[src/design/dmr_defines.svh]
`ifndef DMR_DEFINES_SVH
`define DMR_DEFINES_SVH
// Register byte addresses
`define DMR_ADDR_ID 32'hf87ffc08
`define DMR_ADDR_CON 32'hf87ffc10
`define DMR_ADDR_STR 32'hf87ffc18
`define DMR_ADDR_ATR 32'hf87ffc20
// Register space bounds
`define DMR_ADDR_BASE 32'hf87ffc00
`define DMR_ADDR_LAST 32'hf87ffcfc
`define DMR_ADDR_NBE_LO 32'hf87ffc00
// Reset values
`define DMR_CON_RST 32'h00000032
`define DMR_TRAP_RST 32'h00000000
// Identification value, arbitrary
`define DMR_ID_VAL 32'h0a5a0001
// Register-error flag position in the trap flag registers
`define DMR_REG_ERR_BIT 0
// Access size code for a word
`define DMR_SIZE_WORD 2'h2
`endif

[src/design/dmr_pkg.sv]
package dmr_pkg;
   typedef enum logic [1:0] {
      DMR_OK,
      DMR_VIOL,
      DMR_RES,
      DMR_IGN
   } dmr_chk_t;
   typedef enum logic [2:0] {
      DMR_REG_ID,
      DMR_REG_CON,
      DMR_REG_STR,
      DMR_REG_ATR,
      DMR_REG_RES,
      DMR_REG_NONE
   } dmr_reg_t;
endpackage

[src/design/dmr_regs.sv]
`timescale 1ns/1ps
`include "dmr_defines.svh"
// How it works
// - Missing supervisor mode where needed is violation
// - Writes to read-only registers are violations
// - Bus violations end with bus error
// - CPU violations trap and flag register error
// - Supervisor read of trap flags clears them
// - User read of trap flags keeps them
// - Reserved read gives load bus-error trap
// - Reserved write gives store bus-error trap
// - Identification readable, writes give bus error from the bus and a trap from the CPU
// - Control supervisor-writable, resets to 0x32
module dmr_regs
   import dmr_pkg::*;
(
   input wire logic clk_sys,
   input wire logic rst,
   input wire logic req,
   input wire logic req_cpu,
   input wire logic [31:0] addr,
   input wire logic [1:0] size,
   input wire logic wr,
   input wire logic sv,
   input wire logic [31:0] wdata,
   input wire logic async_err,
   output logic ack_ff,
   output logic [31:0] rdata_ff,
   output logic bus_err_ff,
   output logic trap_ff,
   output logic trap_load_be_ff,
   output logic trap_store_be_ff,
   output logic [31:0] unit_control_ff
);
   dmr_reg_t sel;
   dmr_chk_t verdict;
   logic [31:0] sync_trap_flags_ff;
   logic [31:0] async_trap_flags_ff;
   logic [31:0] nxt_rdata;
   logic take;
   logic good;
   logic viol;
   logic res;
   logic clr_str;
   logic clr_atr;
   logic sync_set;

   dmr_check u_check (
      .addr(addr),
      .size(size),
      .wr(wr),
      .sv(sv),
      .sel(sel),
      .verdict(verdict)
   );

   assign take = req && verdict != DMR_IGN;
   assign good = take && verdict == DMR_OK;
   assign viol = take && verdict == DMR_VIOL;
   assign res = take && verdict == DMR_RES;
   assign clr_str = good && !wr && sv && sel == DMR_REG_STR;
   assign clr_atr = good && !wr && sv && sel == DMR_REG_ATR;
   assign sync_set = viol && req_cpu;

   always_comb begin
      nxt_rdata = 32'h00000000;
      unique case (sel)
         DMR_REG_ID: nxt_rdata = `DMR_ID_VAL;
         DMR_REG_CON: nxt_rdata = unit_control_ff;
         DMR_REG_STR: nxt_rdata = sync_trap_flags_ff;
         DMR_REG_ATR: nxt_rdata = async_trap_flags_ff;
         DMR_REG_RES: nxt_rdata = 32'h00000000;
         DMR_REG_NONE: nxt_rdata = 32'h00000000;
      endcase
   end

   always_ff @(posedge clk_sys) begin
      if (rst) begin
         ack_ff <= 1'b0;
         rdata_ff <= 32'h00000000;
      end else begin
         ack_ff <= take;
         rdata_ff <= (good && !wr) ? nxt_rdata : 32'h00000000;
      end
   end

   always_ff @(posedge clk_sys) begin
      if (rst) begin
         unit_control_ff <= `DMR_CON_RST;
      end else if (good && wr && sel == DMR_REG_CON) begin
         unit_control_ff <= wdata;
      end
   end

   always_ff @(posedge clk_sys) begin
      if (rst) begin
         bus_err_ff <= 1'b0;
         trap_ff <= 1'b0;
         trap_load_be_ff <= 1'b0;
         trap_store_be_ff <= 1'b0;
      end else begin
         bus_err_ff <= (viol || res) && !req_cpu;
         trap_ff <= viol && req_cpu;
         trap_load_be_ff <= res && !wr;
         trap_store_be_ff <= res && wr;
      end
   end

   always_ff @(posedge clk_sys) begin
      if (rst) begin
         sync_trap_flags_ff <= `DMR_TRAP_RST;
      end else begin
         if (clr_str) begin
            sync_trap_flags_ff <= `DMR_TRAP_RST;
         end
         if (sync_set) begin
            sync_trap_flags_ff[`DMR_REG_ERR_BIT] <= 1'b1;
         end
      end
   end

   always_ff @(posedge clk_sys) begin
      if (rst) begin
         async_trap_flags_ff <= `DMR_TRAP_RST;
      end else begin
         if (clr_atr) begin
            async_trap_flags_ff <= `DMR_TRAP_RST;
         end
         if (async_err) begin
            async_trap_flags_ff[`DMR_REG_ERR_BIT] <= 1'b1;
         end
      end
   end

   // Reset and response timing
   AST_CON_RESET: assert property (@(posedge clk_sys)
      $fell(rst) |-> unit_control_ff == 32'h00000032)
      else $error("control reset value wrong");

   AST_RST_OUTS: assert property (@(posedge clk_sys)
      rst |=> !ack_ff && !bus_err_ff && !trap_ff && !trap_load_be_ff && !trap_store_be_ff
      && rdata_ff == 32'h0 && unit_control_ff == `DMR_CON_RST
      && sync_trap_flags_ff == `DMR_TRAP_RST && async_trap_flags_ff == `DMR_TRAP_RST)
      else $error("outputs not cleared by reset");

   AST_ACK_TAKE: assert property (@(posedge clk_sys) disable iff (rst)
      take |=> ack_ff)
      else $error("register access not answered");

   AST_IGN_QUIET: assert property (@(posedge clk_sys) disable iff (rst)
      !take |=> !ack_ff && !bus_err_ff && !trap_ff && !trap_load_be_ff && !trap_store_be_ff
      && rdata_ff == 32'h0)
      else $error("response without register access");

   // Access checks
   AST_ALIGN: assert property (@(posedge clk_sys) disable iff (rst)
      take && addr[2:0] != 3'h0 |-> verdict == DMR_VIOL)
      else $error("misaligned access accepted");

   AST_SIZE: assert property (@(posedge clk_sys) disable iff (rst)
      take && size != `DMR_SIZE_WORD |-> verdict == DMR_VIOL)
      else $error("non-word access accepted");

   AST_USER_WR: assert property (@(posedge clk_sys) disable iff (rst)
      req && !sv && wr && sel == DMR_REG_CON |=> $stable(unit_control_ff) && (bus_err_ff || trap_ff))
      else $error("user write not refused");

   AST_SV_WR_OK: assert property (@(posedge clk_sys) disable iff (rst)
      take && wr && sv && sel == DMR_REG_CON && size == `DMR_SIZE_WORD |-> verdict == DMR_OK)
      else $error("supervisor control write refused");

   AST_RO_WR: assert property (@(posedge clk_sys) disable iff (rst)
      req && wr && sel == DMR_REG_ID && verdict != DMR_IGN |=> bus_err_ff || trap_ff)
      else $error("id write not refused");

   AST_FLAG_WR: assert property (@(posedge clk_sys) disable iff (rst)
      take && wr && (sel == DMR_REG_STR || sel == DMR_REG_ATR) |-> verdict == DMR_VIOL)
      else $error("trap flag write accepted");

   AST_USER_RD_OK: assert property (@(posedge clk_sys) disable iff (rst)
      take && !wr && size == `DMR_SIZE_WORD && sel != DMR_REG_RES |-> verdict == DMR_OK)
      else $error("register read refused");

   AST_RES_VERDICT: assert property (@(posedge clk_sys) disable iff (rst)
      take && size == `DMR_SIZE_WORD && addr[2:0] == 3'h0 && sel == DMR_REG_RES |-> verdict == DMR_RES)
      else $error("reserved access not flagged");

   AST_VIOL_KEEP: assert property (@(posedge clk_sys) disable iff (rst)
      viol |=> $stable(unit_control_ff))
      else $error("violation changed control");

   // Error responses
   AST_BUS_ERR: assert property (@(posedge clk_sys) disable iff (rst)
      viol && !req_cpu |=> bus_err_ff && !trap_ff)
      else $error("bus violation no error");

   AST_RES_BUS: assert property (@(posedge clk_sys) disable iff (rst)
      res && !req_cpu |=> bus_err_ff)
      else $error("reserved bus access no error");

   AST_CPU_NO_BERR: assert property (@(posedge clk_sys) disable iff (rst)
      req_cpu |=> !bus_err_ff)
      else $error("bus error on cpu access");

   AST_BUS_NO_TRAP: assert property (@(posedge clk_sys) disable iff (rst)
      !req_cpu && !clr_str |=> !trap_ff && $stable(sync_trap_flags_ff))
      else $error("cpu trap on bus access");

   AST_CPU_TRAP: assert property (@(posedge clk_sys) disable iff (rst)
      viol && req_cpu |=> trap_ff && sync_trap_flags_ff[`DMR_REG_ERR_BIT])
      else $error("cpu violation no trap");

   AST_GOOD_QUIET: assert property (@(posedge clk_sys) disable iff (rst)
      good |=> !bus_err_ff && !trap_ff && !trap_load_be_ff && !trap_store_be_ff)
      else $error("error on legal access");

   AST_RES_LOAD: assert property (@(posedge clk_sys) disable iff (rst)
      res && !wr |=> trap_load_be_ff && rdata_ff == 32'h0)
      else $error("reserved read no load trap");

   AST_RES_NO_TRAP: assert property (@(posedge clk_sys) disable iff (rst)
      res |=> !trap_ff && !$rose(sync_trap_flags_ff[`DMR_REG_ERR_BIT]))
      else $error("reserved access raised register trap");

   AST_RES_STORE: assert property (@(posedge clk_sys) disable iff (rst)
      res && wr |=> trap_store_be_ff && $stable(unit_control_ff))
      else $error("reserved write no store trap");

   AST_RES_KEEP: assert property (@(posedge clk_sys) disable iff (rst)
      res && !async_err |=> $stable(sync_trap_flags_ff) && $stable(async_trap_flags_ff))
      else $error("reserved access changed flags");

   AST_ERR_NO_DATA: assert property (@(posedge clk_sys) disable iff (rst)
      take && !good |=> rdata_ff == 32'h0)
      else $error("data returned on refused access");

   // Register contents
   AST_CON_WR: assert property (@(posedge clk_sys) disable iff (rst)
      good && wr |=> unit_control_ff == $past(wdata))
      else $error("control write lost");

   AST_CON_RD: assert property (@(posedge clk_sys) disable iff (rst)
      good && !wr && sel == DMR_REG_CON |=> rdata_ff == $past(unit_control_ff))
      else $error("control read wrong");

   AST_ID_RD: assert property (@(posedge clk_sys) disable iff (rst)
      good && !wr && sel == DMR_REG_ID |=> rdata_ff == `DMR_ID_VAL)
      else $error("id read wrong");

   AST_WR_NO_DATA: assert property (@(posedge clk_sys) disable iff (rst)
      take && wr |=> rdata_ff == 32'h0)
      else $error("data returned on write");

   AST_STR_RD: assert property (@(posedge clk_sys) disable iff (rst)
      good && !wr && sel == DMR_REG_STR |=> rdata_ff == $past(sync_trap_flags_ff))
      else $error("sync flag read wrong");

   AST_ATR_RD: assert property (@(posedge clk_sys) disable iff (rst)
      good && !wr && sel == DMR_REG_ATR |=> rdata_ff == $past(async_trap_flags_ff))
      else $error("async flag read wrong");

   // Trap flags
   AST_SV_CLR: assert property (@(posedge clk_sys) disable iff (rst)
      clr_str && !sync_set |=> sync_trap_flags_ff == 32'h0)
      else $error("supervisor read did not clear");

   AST_ATR_CLR: assert property (@(posedge clk_sys) disable iff (rst)
      clr_atr && !async_err |=> async_trap_flags_ff == 32'h0)
      else $error("supervisor read did not clear async flags");

   AST_USER_KEEP: assert property (@(posedge clk_sys) disable iff (rst)
      good && !wr && !sv && sel == DMR_REG_ATR && !async_err |=> $stable(async_trap_flags_ff) && !bus_err_ff)
      else $error("user read changed flags");

   AST_USER_STR_KEEP: assert property (@(posedge clk_sys) disable iff (rst)
      good && !wr && !sv && sel == DMR_REG_STR |=> $stable(sync_trap_flags_ff) && !trap_ff)
      else $error("user read changed sync flags");

   AST_ATR_SET: assert property (@(posedge clk_sys) disable iff (rst)
      async_err |=> async_trap_flags_ff[`DMR_REG_ERR_BIT])
      else $error("late error not recorded");

   AST_STR_ONLY_CPU: assert property (@(posedge clk_sys) disable iff (rst)
      !sync_set |=> !$rose(sync_trap_flags_ff[`DMR_REG_ERR_BIT]))
      else $error("sync flag set without cpu violation");

   AST_STR_HOLD: assert property (@(posedge clk_sys) disable iff (rst)
      !sync_set && !clr_str |=> $stable(sync_trap_flags_ff))
      else $error("sync flags changed without cause");

   AST_ATR_ONLY_LATE: assert property (@(posedge clk_sys) disable iff (rst)
      !async_err |=> !$rose(async_trap_flags_ff[`DMR_REG_ERR_BIT]))
      else $error("async flag set without late error");

   AST_FLAG_UNUSED: assert property (@(posedge clk_sys) disable iff (rst)
      ((sync_trap_flags_ff | async_trap_flags_ff) & ~(32'h1 << `DMR_REG_ERR_BIT)) == 32'h0)
      else $error("unused trap flag bit set");
endmodule

[src/design/dmr_check.sv]
`timescale 1ns/1ps
`include "dmr_defines.svh"
module dmr_check
   import dmr_pkg::*;
(
   input wire logic [31:0] addr,
   input wire logic [1:0] size,
   input wire logic wr,
   input wire logic sv,
   output dmr_reg_t sel,
   output dmr_chk_t verdict
);
   function automatic dmr_reg_t decode(input logic [31:0] a);
      dmr_reg_t r;
      r = DMR_REG_NONE;
      if (a == `DMR_ADDR_ID) begin
         r = DMR_REG_ID;
      end else if (a == `DMR_ADDR_CON) begin
         r = DMR_REG_CON;
      end else if (a == `DMR_ADDR_STR) begin
         r = DMR_REG_STR;
      end else if (a == `DMR_ADDR_ATR) begin
         r = DMR_REG_ATR;
      end else if (a >= `DMR_ADDR_BASE && a <= `DMR_ADDR_LAST) begin
         r = DMR_REG_RES;
      end
      return r;
   endfunction

   always_comb begin
      sel = decode(addr);
      verdict = DMR_OK;
      if (sel == DMR_REG_NONE) begin
         verdict = DMR_IGN;
      end else if (size != `DMR_SIZE_WORD || addr[2:0] != 3'h0) begin
         verdict = DMR_VIOL;
      end else if (sel == DMR_REG_RES) begin
         verdict = DMR_RES;
      end else if (wr && sel != DMR_REG_CON) begin
         verdict = DMR_VIOL;
      end else if (wr && !sv) begin
         verdict = DMR_VIOL;
      end
   end
endmodule

[config.mk]
export PLATFORM = sky130hd
export DESIGN_NAME = dmr_regs
export DESIGN_NICKNAME = d
export VERILOG_FILES = /design/src/design/dmr_pkg.sv /design/src/design/dmr_regs.sv /design/src/design/dmr_check.sv
export VERILOG_INCLUDE_DIRS = /design/src /design/src/design
export SDC_FILE = /design/constraint.sdc
export NUM_CORES = 1
export LEC_CHECK = 0
export BUFFER_PORTS_ARGS = -buffer_cell sky130_fd_sc_hd__buf_2
export CAP_MARGIN = 0
export CORE_UTILIZATION = 40
export CTS_CLUSTER_DIAMETER = 40
export DETAILED_ROUTE_END_ITERATION = 6
export HOLD_SLACK_MARGIN = 0.06
export PLACE_DENSITY = 0.8
export SYNTH_ARGS = -nofsm -noshare
export SYNTH_HDL_FRONTEND = slang
export SYNTH_SLANG_ARGS = --single-unit
[constraint.sdc]
create_clock -name clk_sys -period 2.42 [get_ports clk_sys]
set_input_delay 0.484 -clock clk_sys [delete_from_list [all_inputs] [get_ports clk_sys]]
set_output_delay 0.484 -clock clk_sys [all_outputs]
set_load 0.005 [all_outputs]
==> impl_results.md, run 1 <==
* Outcome: finished clean
* Layout cells sized above 1 at 0.413
* HP Class: in2reg
* Sequential Power Share at 0.479
* CTS root buf: clkbuf_8
* Cell taking the most area after synthesis: dfxtp_1
* Commonest register cell after synthesis: dfxtp_1
* N_diodes at 0
* Setup ws final at 0.263 ns
* WS Path Type: in2reg
* WP data arrival at 2.42 ns
* Mapped Cells at 291
* DRC at 0
* Final-report max-slew violation count at 0
* Post-synth cell types at 45
* Dominant delay contributor by cell family on the critical path: simple AND/OR/NAND/NOR gates
* Die width at 83.8 um
* Hold Fails Final Rpt at 0
* First-pass GRT wire length at 12.0 mm
* Fmax at 464 MHz
* Crit end category: flop
* Post-Syn Nets at 364
* Non-filler cells, final at 515
* Sw frac at 0.204
* Clock Latency Late Sink at 0.33 ns
* Initial antenna violation count at 0
* Drt wl/cell at 14.2 um
* Combined buffer and inverter count along the critical path at 1
* Slowest-stage cell, CP: or4b_1
* Max VDD drop at 0.557 mV
* Area delta synth->final at 39.2%
* Initial Utilization at 0.419
* # Post-CTS Setup Buffers at 0
* Largest net degree at the start of global routing at 35
* DP Wirelength at 5.42 mm
* PwrDens at 655 mW/mm^2
* CTS Buf Count at 9
* Post_cts resized at 0
* GRT Total Usage at 0.214
* Vias at 2653
* Post-synth top area share at 0.531
* Initial DRT Pass Iterations at 4
* Clock Skew at 0.00687 ns
* Sequential fraction of the synthesis area at 0.531
* Avg Cell Area, Syn at 9.19 sq um
* Part of the power in the clock network at 0.477
* FP Rows at 29
* H-Tree Depth at 3
* Leakage at 1.71 nW
* Final WL at 7.32 mm
* DR iter-0 viols at 90
* Largest stage delay on the critical path at 0.63 ns
* CORE AREA at 0.00639 sq mm
* # hold bufs at CTS at 0
* Clock sink total at 71
* Min Tclk post-route at 2.16 ns
* Post-synth EDFFs at 0
* # port buffers at 141
* GRT overflow at 0
* Setup WS pre-CTS at -0.103 ns
* Final cycle utilization of the critical path at 0.891
* PnR Total Power at 2.44 mW
* Antenna Nets Post-Route at 0
* Combinational cell fraction of total power at 0.044
* Critical-path cell list: buf_2 > or4_4 > nor4_4 > nand2_2 > or4b_1 > a21oi_1
* Max Root-Sink Buffers at 2
* Final Wtd Congestion at 0.812
* Worst Max-Slew Pin Slew at 0.560 ns
* NumNets Final at 506
* Ys Warns at 0
* Die area at 0.00702 sq mm
* Vias per inst at 5.15
* Crit-path max FO at 6
* Data required time at the worst endpoint at 2.69 ns
* # Max-Cap Violations at 0
* Post-Synthesis Cell Area at 0.00268 sq mm
* Placed Instances at 499
* Largest cells by area after synthesis: dfxtp_1 53%, a21oi_1 7.3%, nand3_1 6.2%
* Switching power at 0.497 mW
* Startpoint Class: input pin
* Number of global-route vias before repair at 2570
* Num ports at 142
* Synth cell count leaders: 71 x dfxtp_1, 39 x a21oi_1, 33 x nand3_1
* Die H at 83.8 um
* RSZ-0062 raised after global routing: false
* Int Pwr at 1.94 mW
* Clk pin slew, worst setup/hold paths at 0.08 ns
* Slew Limit Headroom at 0.622
* Synth async-reset ratio at 0
* Post-synthesis sequential element count at 71
* Setup-failing EPs final at 0
* CTS tree: yes
* Most numerous cell in the Yosys netlist: dfxtp_1
==> worst reg2reg max path, delay by kind of cell, from the launching register on <==
kind	cells	cell delay, ns
AND/OR/NAND/NOR	1	0.05
AO/OA/AOI/OAI	3	0.39
flip-flops	1	0.32
==> path summary, 6_finish.rpt <==
| path | startpoint | end | slack, ns | cells past startpoint |
|---|---|---|---|---|
| worst max register to register | sync_trap_flags_ff[0]$_SDFFE_PP0P_ | rdata_ff[0]$_SDFF_PP0_ | 1.55 | 4 |
| worst max-delay path | addr[25] | rdata_ff[20]$_SDFF_PP0_ | 0.26 | 6 |
| worst min-delay path | req_cpu | bus_err_ff$_SDFF_PP0_ | 0.33 | 2 |
| worst min register to register | unit_control_ff[3]$_SDFFE_PP0P_ | rdata_ff[3]$_SDFF_PP0_ | 0.47 | 1 |
==> cell families after synthesis <==
kind of cell              after synthesis  share of synthesized area
muxes                                   1                    0.00374
xor gates and xnor gates                1                    0.00327
DFF                                    71                      0.531
AOI/OAI and AO/OA                      81                      0.166
and+or+nand+nor                       112                      0.255
buffers and inverters                  25                     0.0407
==> sequential cells by signal, indices dropped and copies added (netlist names) <==
register and flops:
trap_ff 1, rdata_ff 32, ack_ff 1, async_trap_flags_ff 1
unit_control_ff 32, bus_err_ff 1, sync_trap_flags_ff 1, trap_store_be_ff 1
trap_load_be_ff 1
==> per-stage QoR <==
step                      hold slack (ns)  setup TNS (ns)  utilization  cell area (sq um)
after global placement              0.458         -0.0829        0.544               3470
after CTS                           0.314               0        0.583               3720
after global routing                0.315               0        0.583               3720
final                               0.331               0        0.583               3720
after floorplan                     0.454               0            -               2680
after detailed placement            0.457          -0.929        0.544               3470
==> cell type report <==
type	instances	area, sq um
clock buffers	10	138
clock inverters	6	115
fillers	581	2660
inverters	3	11.3
multi-input cells	195	1150
flip-flops and latches	71	1420
well taps	77	96.3
repair buffers	153	796
==> power by group through the flow <==
stage          clock network [mW]  logic [mW]  registers [mW]
5_1_grt                      1.24       0.119            1.17
2_1_floorplan                   0      0.0339            1.20
3_3_place_gp                    0       0.105            1.20
3_5_place_dp                    0       0.107            1.20
4_1_cts                      1.19       0.108            1.17
6_report                     1.16       0.108            1.17
==> placed cells by master (no fill, tap or decap), types with 2 or more instances in the layout <==
| master | count |
|---|---|
| nand4_1 | 7 |
| inv_1 | 3 |
| nor3_2 | 2 |
| nor3b_1 | 3 |
| or2_2 | 2 |
| nor2b_1 | 2 |
| dfxtp_1 | 71 |
| nor2_1 | 6 |
| buf_4 | 12 |
| nand3_1 | 33 |
| o21ai_1 | 2 |
| and3_1 | 4 |
| clkbuf_8 | 10 |
| buf_2 | 141 |
| bufinv_16 | 3 |
| nand2b_1 | 2 |
| o21ai_0 | 29 |
| a211o_1 | 3 |
| and2_1 | 25 |
| nand2_1 | 10 |
| nor3_1 | 2 |
| a21oi_1 | 39 |
==> metal layers <==
| layer | up-vias | share of wire | global-route usage |
|---|---|---|---|
| li1 | 1318 | - | - |
| met3 | 13 | 0.063 | 0.0633 |
| met5 | - | 0 | 0 |
| met4 | 0 | 0.018 | 0.0724 |
| met1 | 1210 | 0.42 | 0.252 |
| met2 | 112 | 0.49 | 0.369 |
(Power assumes the default switching activity.)
==> run 2: changes to the inputs <==
--- a/config.mk
+++ b/config.mk
@@ -13,6 +13,7 @@
 export DETAILED_ROUTE_END_ITERATION = 6
 export HOLD_SLACK_MARGIN = 0.06
 export PLACE_DENSITY = 0.8
+export SETUP_SLACK_MARGIN = 0.4
 export SYNTH_ARGS = -nofsm -noshare
 export SYNTH_HDL_FRONTEND = slang
 export SYNTH_SLANG_ARGS = --single-unit
==> run 2 against run 1 <==
  * Combinational power rose by 4%
  * Highest routed layer unchanged
  * Die area unchanged
  * Clock-buffer cell count unchanged
  * Critical endpoint is now rdata_ff[27]$_SDFF_PP0_
  * Non-clock buffer count rose by 3
  * Fmax is 7.3% higher
==> impl_results.md, run 2 (synthesis results as in run 1) <==
* Final setup TNS at 0 ns (unchanged)
* Fillcell total at 583 (+0.34%)
* Most frequent cells in the layout: 140 x buf_2, 71 x dfxtp_1, 34 x a21oi_1
* CTS tree: yes
* DP Wirelength at 5.28 mm (-2.7%)
* WS Path Type: in2reg
* Final Wtd Congestion at 0.828 (+1.9%)
* Worst Max-Slew Pin Slew at 0.536 ns (-0.0242 ns)
* CTS root buf: clkbuf_8
* Leakage at 1.75 nW (+2.2%)
* Max VDD drop at 0.453 mV (-19%)
* Combinational cell fraction of total power at 0.048 (+0.004)
* Critical-path cell list: buf_2 > or4_4 > nor4_4 > buf_4 > nand2_4 > or4b_4 > a21oi_2
* Num ports at 142 (unchanged)
* Final cycle utilization of the critical path at 0.831 (-0.0603)
* Clock Skew at 0.0121 ns (+0.00525 ns)
* CORE AREA at 0.00639 sq mm (unchanged)
* # port buffers at 141 (unchanged)
* Int Pwr at 1.83 mW (-5.7%)
* Slew Limit Headroom at 0.641 (+0.0197)
* Clock Latency Late Sink at 0.34 ns (about the same)
* GRT overflow at 0 (unchanged)
* PwrDens at 614 mW/mm^2 (-6.3%)
* H-Tree Depth at 3 (unchanged)
* NumNets Final at 509 (+0.59%)
* FP Rows at 29 (unchanged)
* Part of the power in the clock network at 0.447 (-0.030)
* Hold Fails Final Rpt at 0 (unchanged)
* DR iter-0 viols at 83 (-7.8%)
* Outcome: finished clean
* RSZ-0062 raised after global routing: true
* Final-report max-slew violation count at 0 (unchanged)
* PnR Total Power at 2.32 mW (-4.9%)
* N_diodes at 0 (unchanged)
* Switching power at 0.486 mW (-2.2%)
* Sw frac at 0.210 (+0.00587)
* HP Class: in2reg
* GRT Total Usage at 0.215 (+0.000902)
* Sequential Power Share at 0.504 (+0.025)
* Vias per inst at 5.15 (about the same)
* M2 GR Usage at 0.364 (-0.00443)
* Number of global-route vias before repair at 2560 (-0.39%)
* Area delta synth->final at 41.2%
* Commonest non-fill, non-tap cell in the layout: buf_2
* M1 GR Usage at 0.259 (+0.00718)
* Crit-path max FO at 6 (unchanged)
* Min Tclk post-route at 2.01 ns (-0.146 ns)
* DRC at 0 (unchanged)
* Antenna Nets Post-Route at 0 (unchanged)
* Die H at 83.8 um (unchanged)
* CTS Buf Count at 9 (unchanged)
* Drt wl/cell at 14.0 um (-1.7%)
* Largest stage delay on the critical path at 0.57 ns (-0.06 ns)
* # Max-Cap Violations at 0 (unchanged)
* First-pass GRT wire length at 12.0 mm (+0.12%)
* GR met3 Demand/Resource at 0.0514 (-0.0119)
* GRT busiest layer: met2
* Vias at 2664 (+0.41%)
* Die area at 0.00702 sq mm (unchanged)
* Fmax at 497 MHz (+7.3%)
* Largest net degree at the start of global routing at 35 (unchanged)
* Clock sink total at 71 (unchanged)
* Setup-failing EPs final at 0 (unchanged)
* Initial DRT Pass Iterations at 4 (unchanged)
* Initial antenna violation count at 0 (unchanged)
* Clk pin slew, worst setup/hold paths at 0.07 ns (about the same)
* Initial Utilization at 0.419 (unchanged)
* WP data arrival at 2.28 ns (-0.14 ns)
* Crit end category: flop
* Combined buffer and inverter count along the critical path at 2 (+1)
* Final WL at 7.23 mm (-1.3%)
* Top flop regs: rdata_ff x32, unit_control_ff x32
* Max Root-Sink Buffers at 2 (unchanged)
* Slowest-stage cell, CP: or4b_4
* Data required time at the worst endpoint at 2.69 ns (about the same)
* Layout cells sized above 1 at 0.432 (+0.0186)
* Startpoint Class: input pin
* Dominant delay contributor by cell family on the critical path: simple AND/OR/NAND/NOR gates
* Die width at 83.8 um (unchanged)
==> run 2: stage by stage <==
stage	hold WS (ns)	instance area (sq um)	utilization	setup WS [ns]	cells
final	0.338	3780	0.591	0.409	517
after global routing	0.341	3780	0.591	0.355	517
after CTS	0.323	3700	0.579	0.403	515
after detailed placement	0.461	3480	0.545	0.0410	500
after global placement	0.456	3480	0.545	0.0982	500
after floorplan	0.454	2680	-	0.277	291
==> run 2: power groups by stage <==
stage	Clock (mW)	Sequential [mW]	Combinational [mW]
after global placement	0	1.20	0.107
after global routing	1.12	1.17	0.123
after CTS	1.06	1.17	0.110
final	1.04	1.17	0.112
after floorplan	0	1.20	0.0339
after detailed placement	0	1.20	0.109
==> run 2: routing by layer <==
layer  vias to the layer above  share of wire  wire, um
met4                         0          0.024       174
met3                        17          0.063       455
met2                       112           0.50      3590
met1                      1218           0.42      3000
li1                       1317              -         -
met5                         -              0         0
==> run 2: path summary, 6_finish.rpt <==
check,from,end,slack [ns],depth (start not counted)
min,req_cpu,bus_err_ff$_SDFF_PP0_,0.34,2
min reg2reg,unit_control_ff[28]$_SDFFE_PP0P_,rdata_ff[28]$_SDFF_PP0_,0.47,1
max,addr[24],rdata_ff[27]$_SDFF_PP0_,0.41,7
max reg2reg,sync_trap_flags_ff[0]$_SDFFE_PP0P_,rdata_ff[0]$_SDFF_PP0_,1.54,4
==> run 2: timing repair <==
item                       in CTS  in global routing
gates resized for setup         0                 16
setup endpoints to repair       0                 63
setup buffers                   0                  2
hold buffers                    0                  0
==> run 2: final cells by class <==
type,count,area (sq um),share of cell area
multi-input cells,195,1190,0.315
repair buffers,156,840,0.222
flip-flops and latches,71,1420,0.376
inverters,3,11.3,0.00298
well taps,77,96.3,0.0255
clock inverters,5,81.3,0.0215
clock buffers,10,138,0.0364
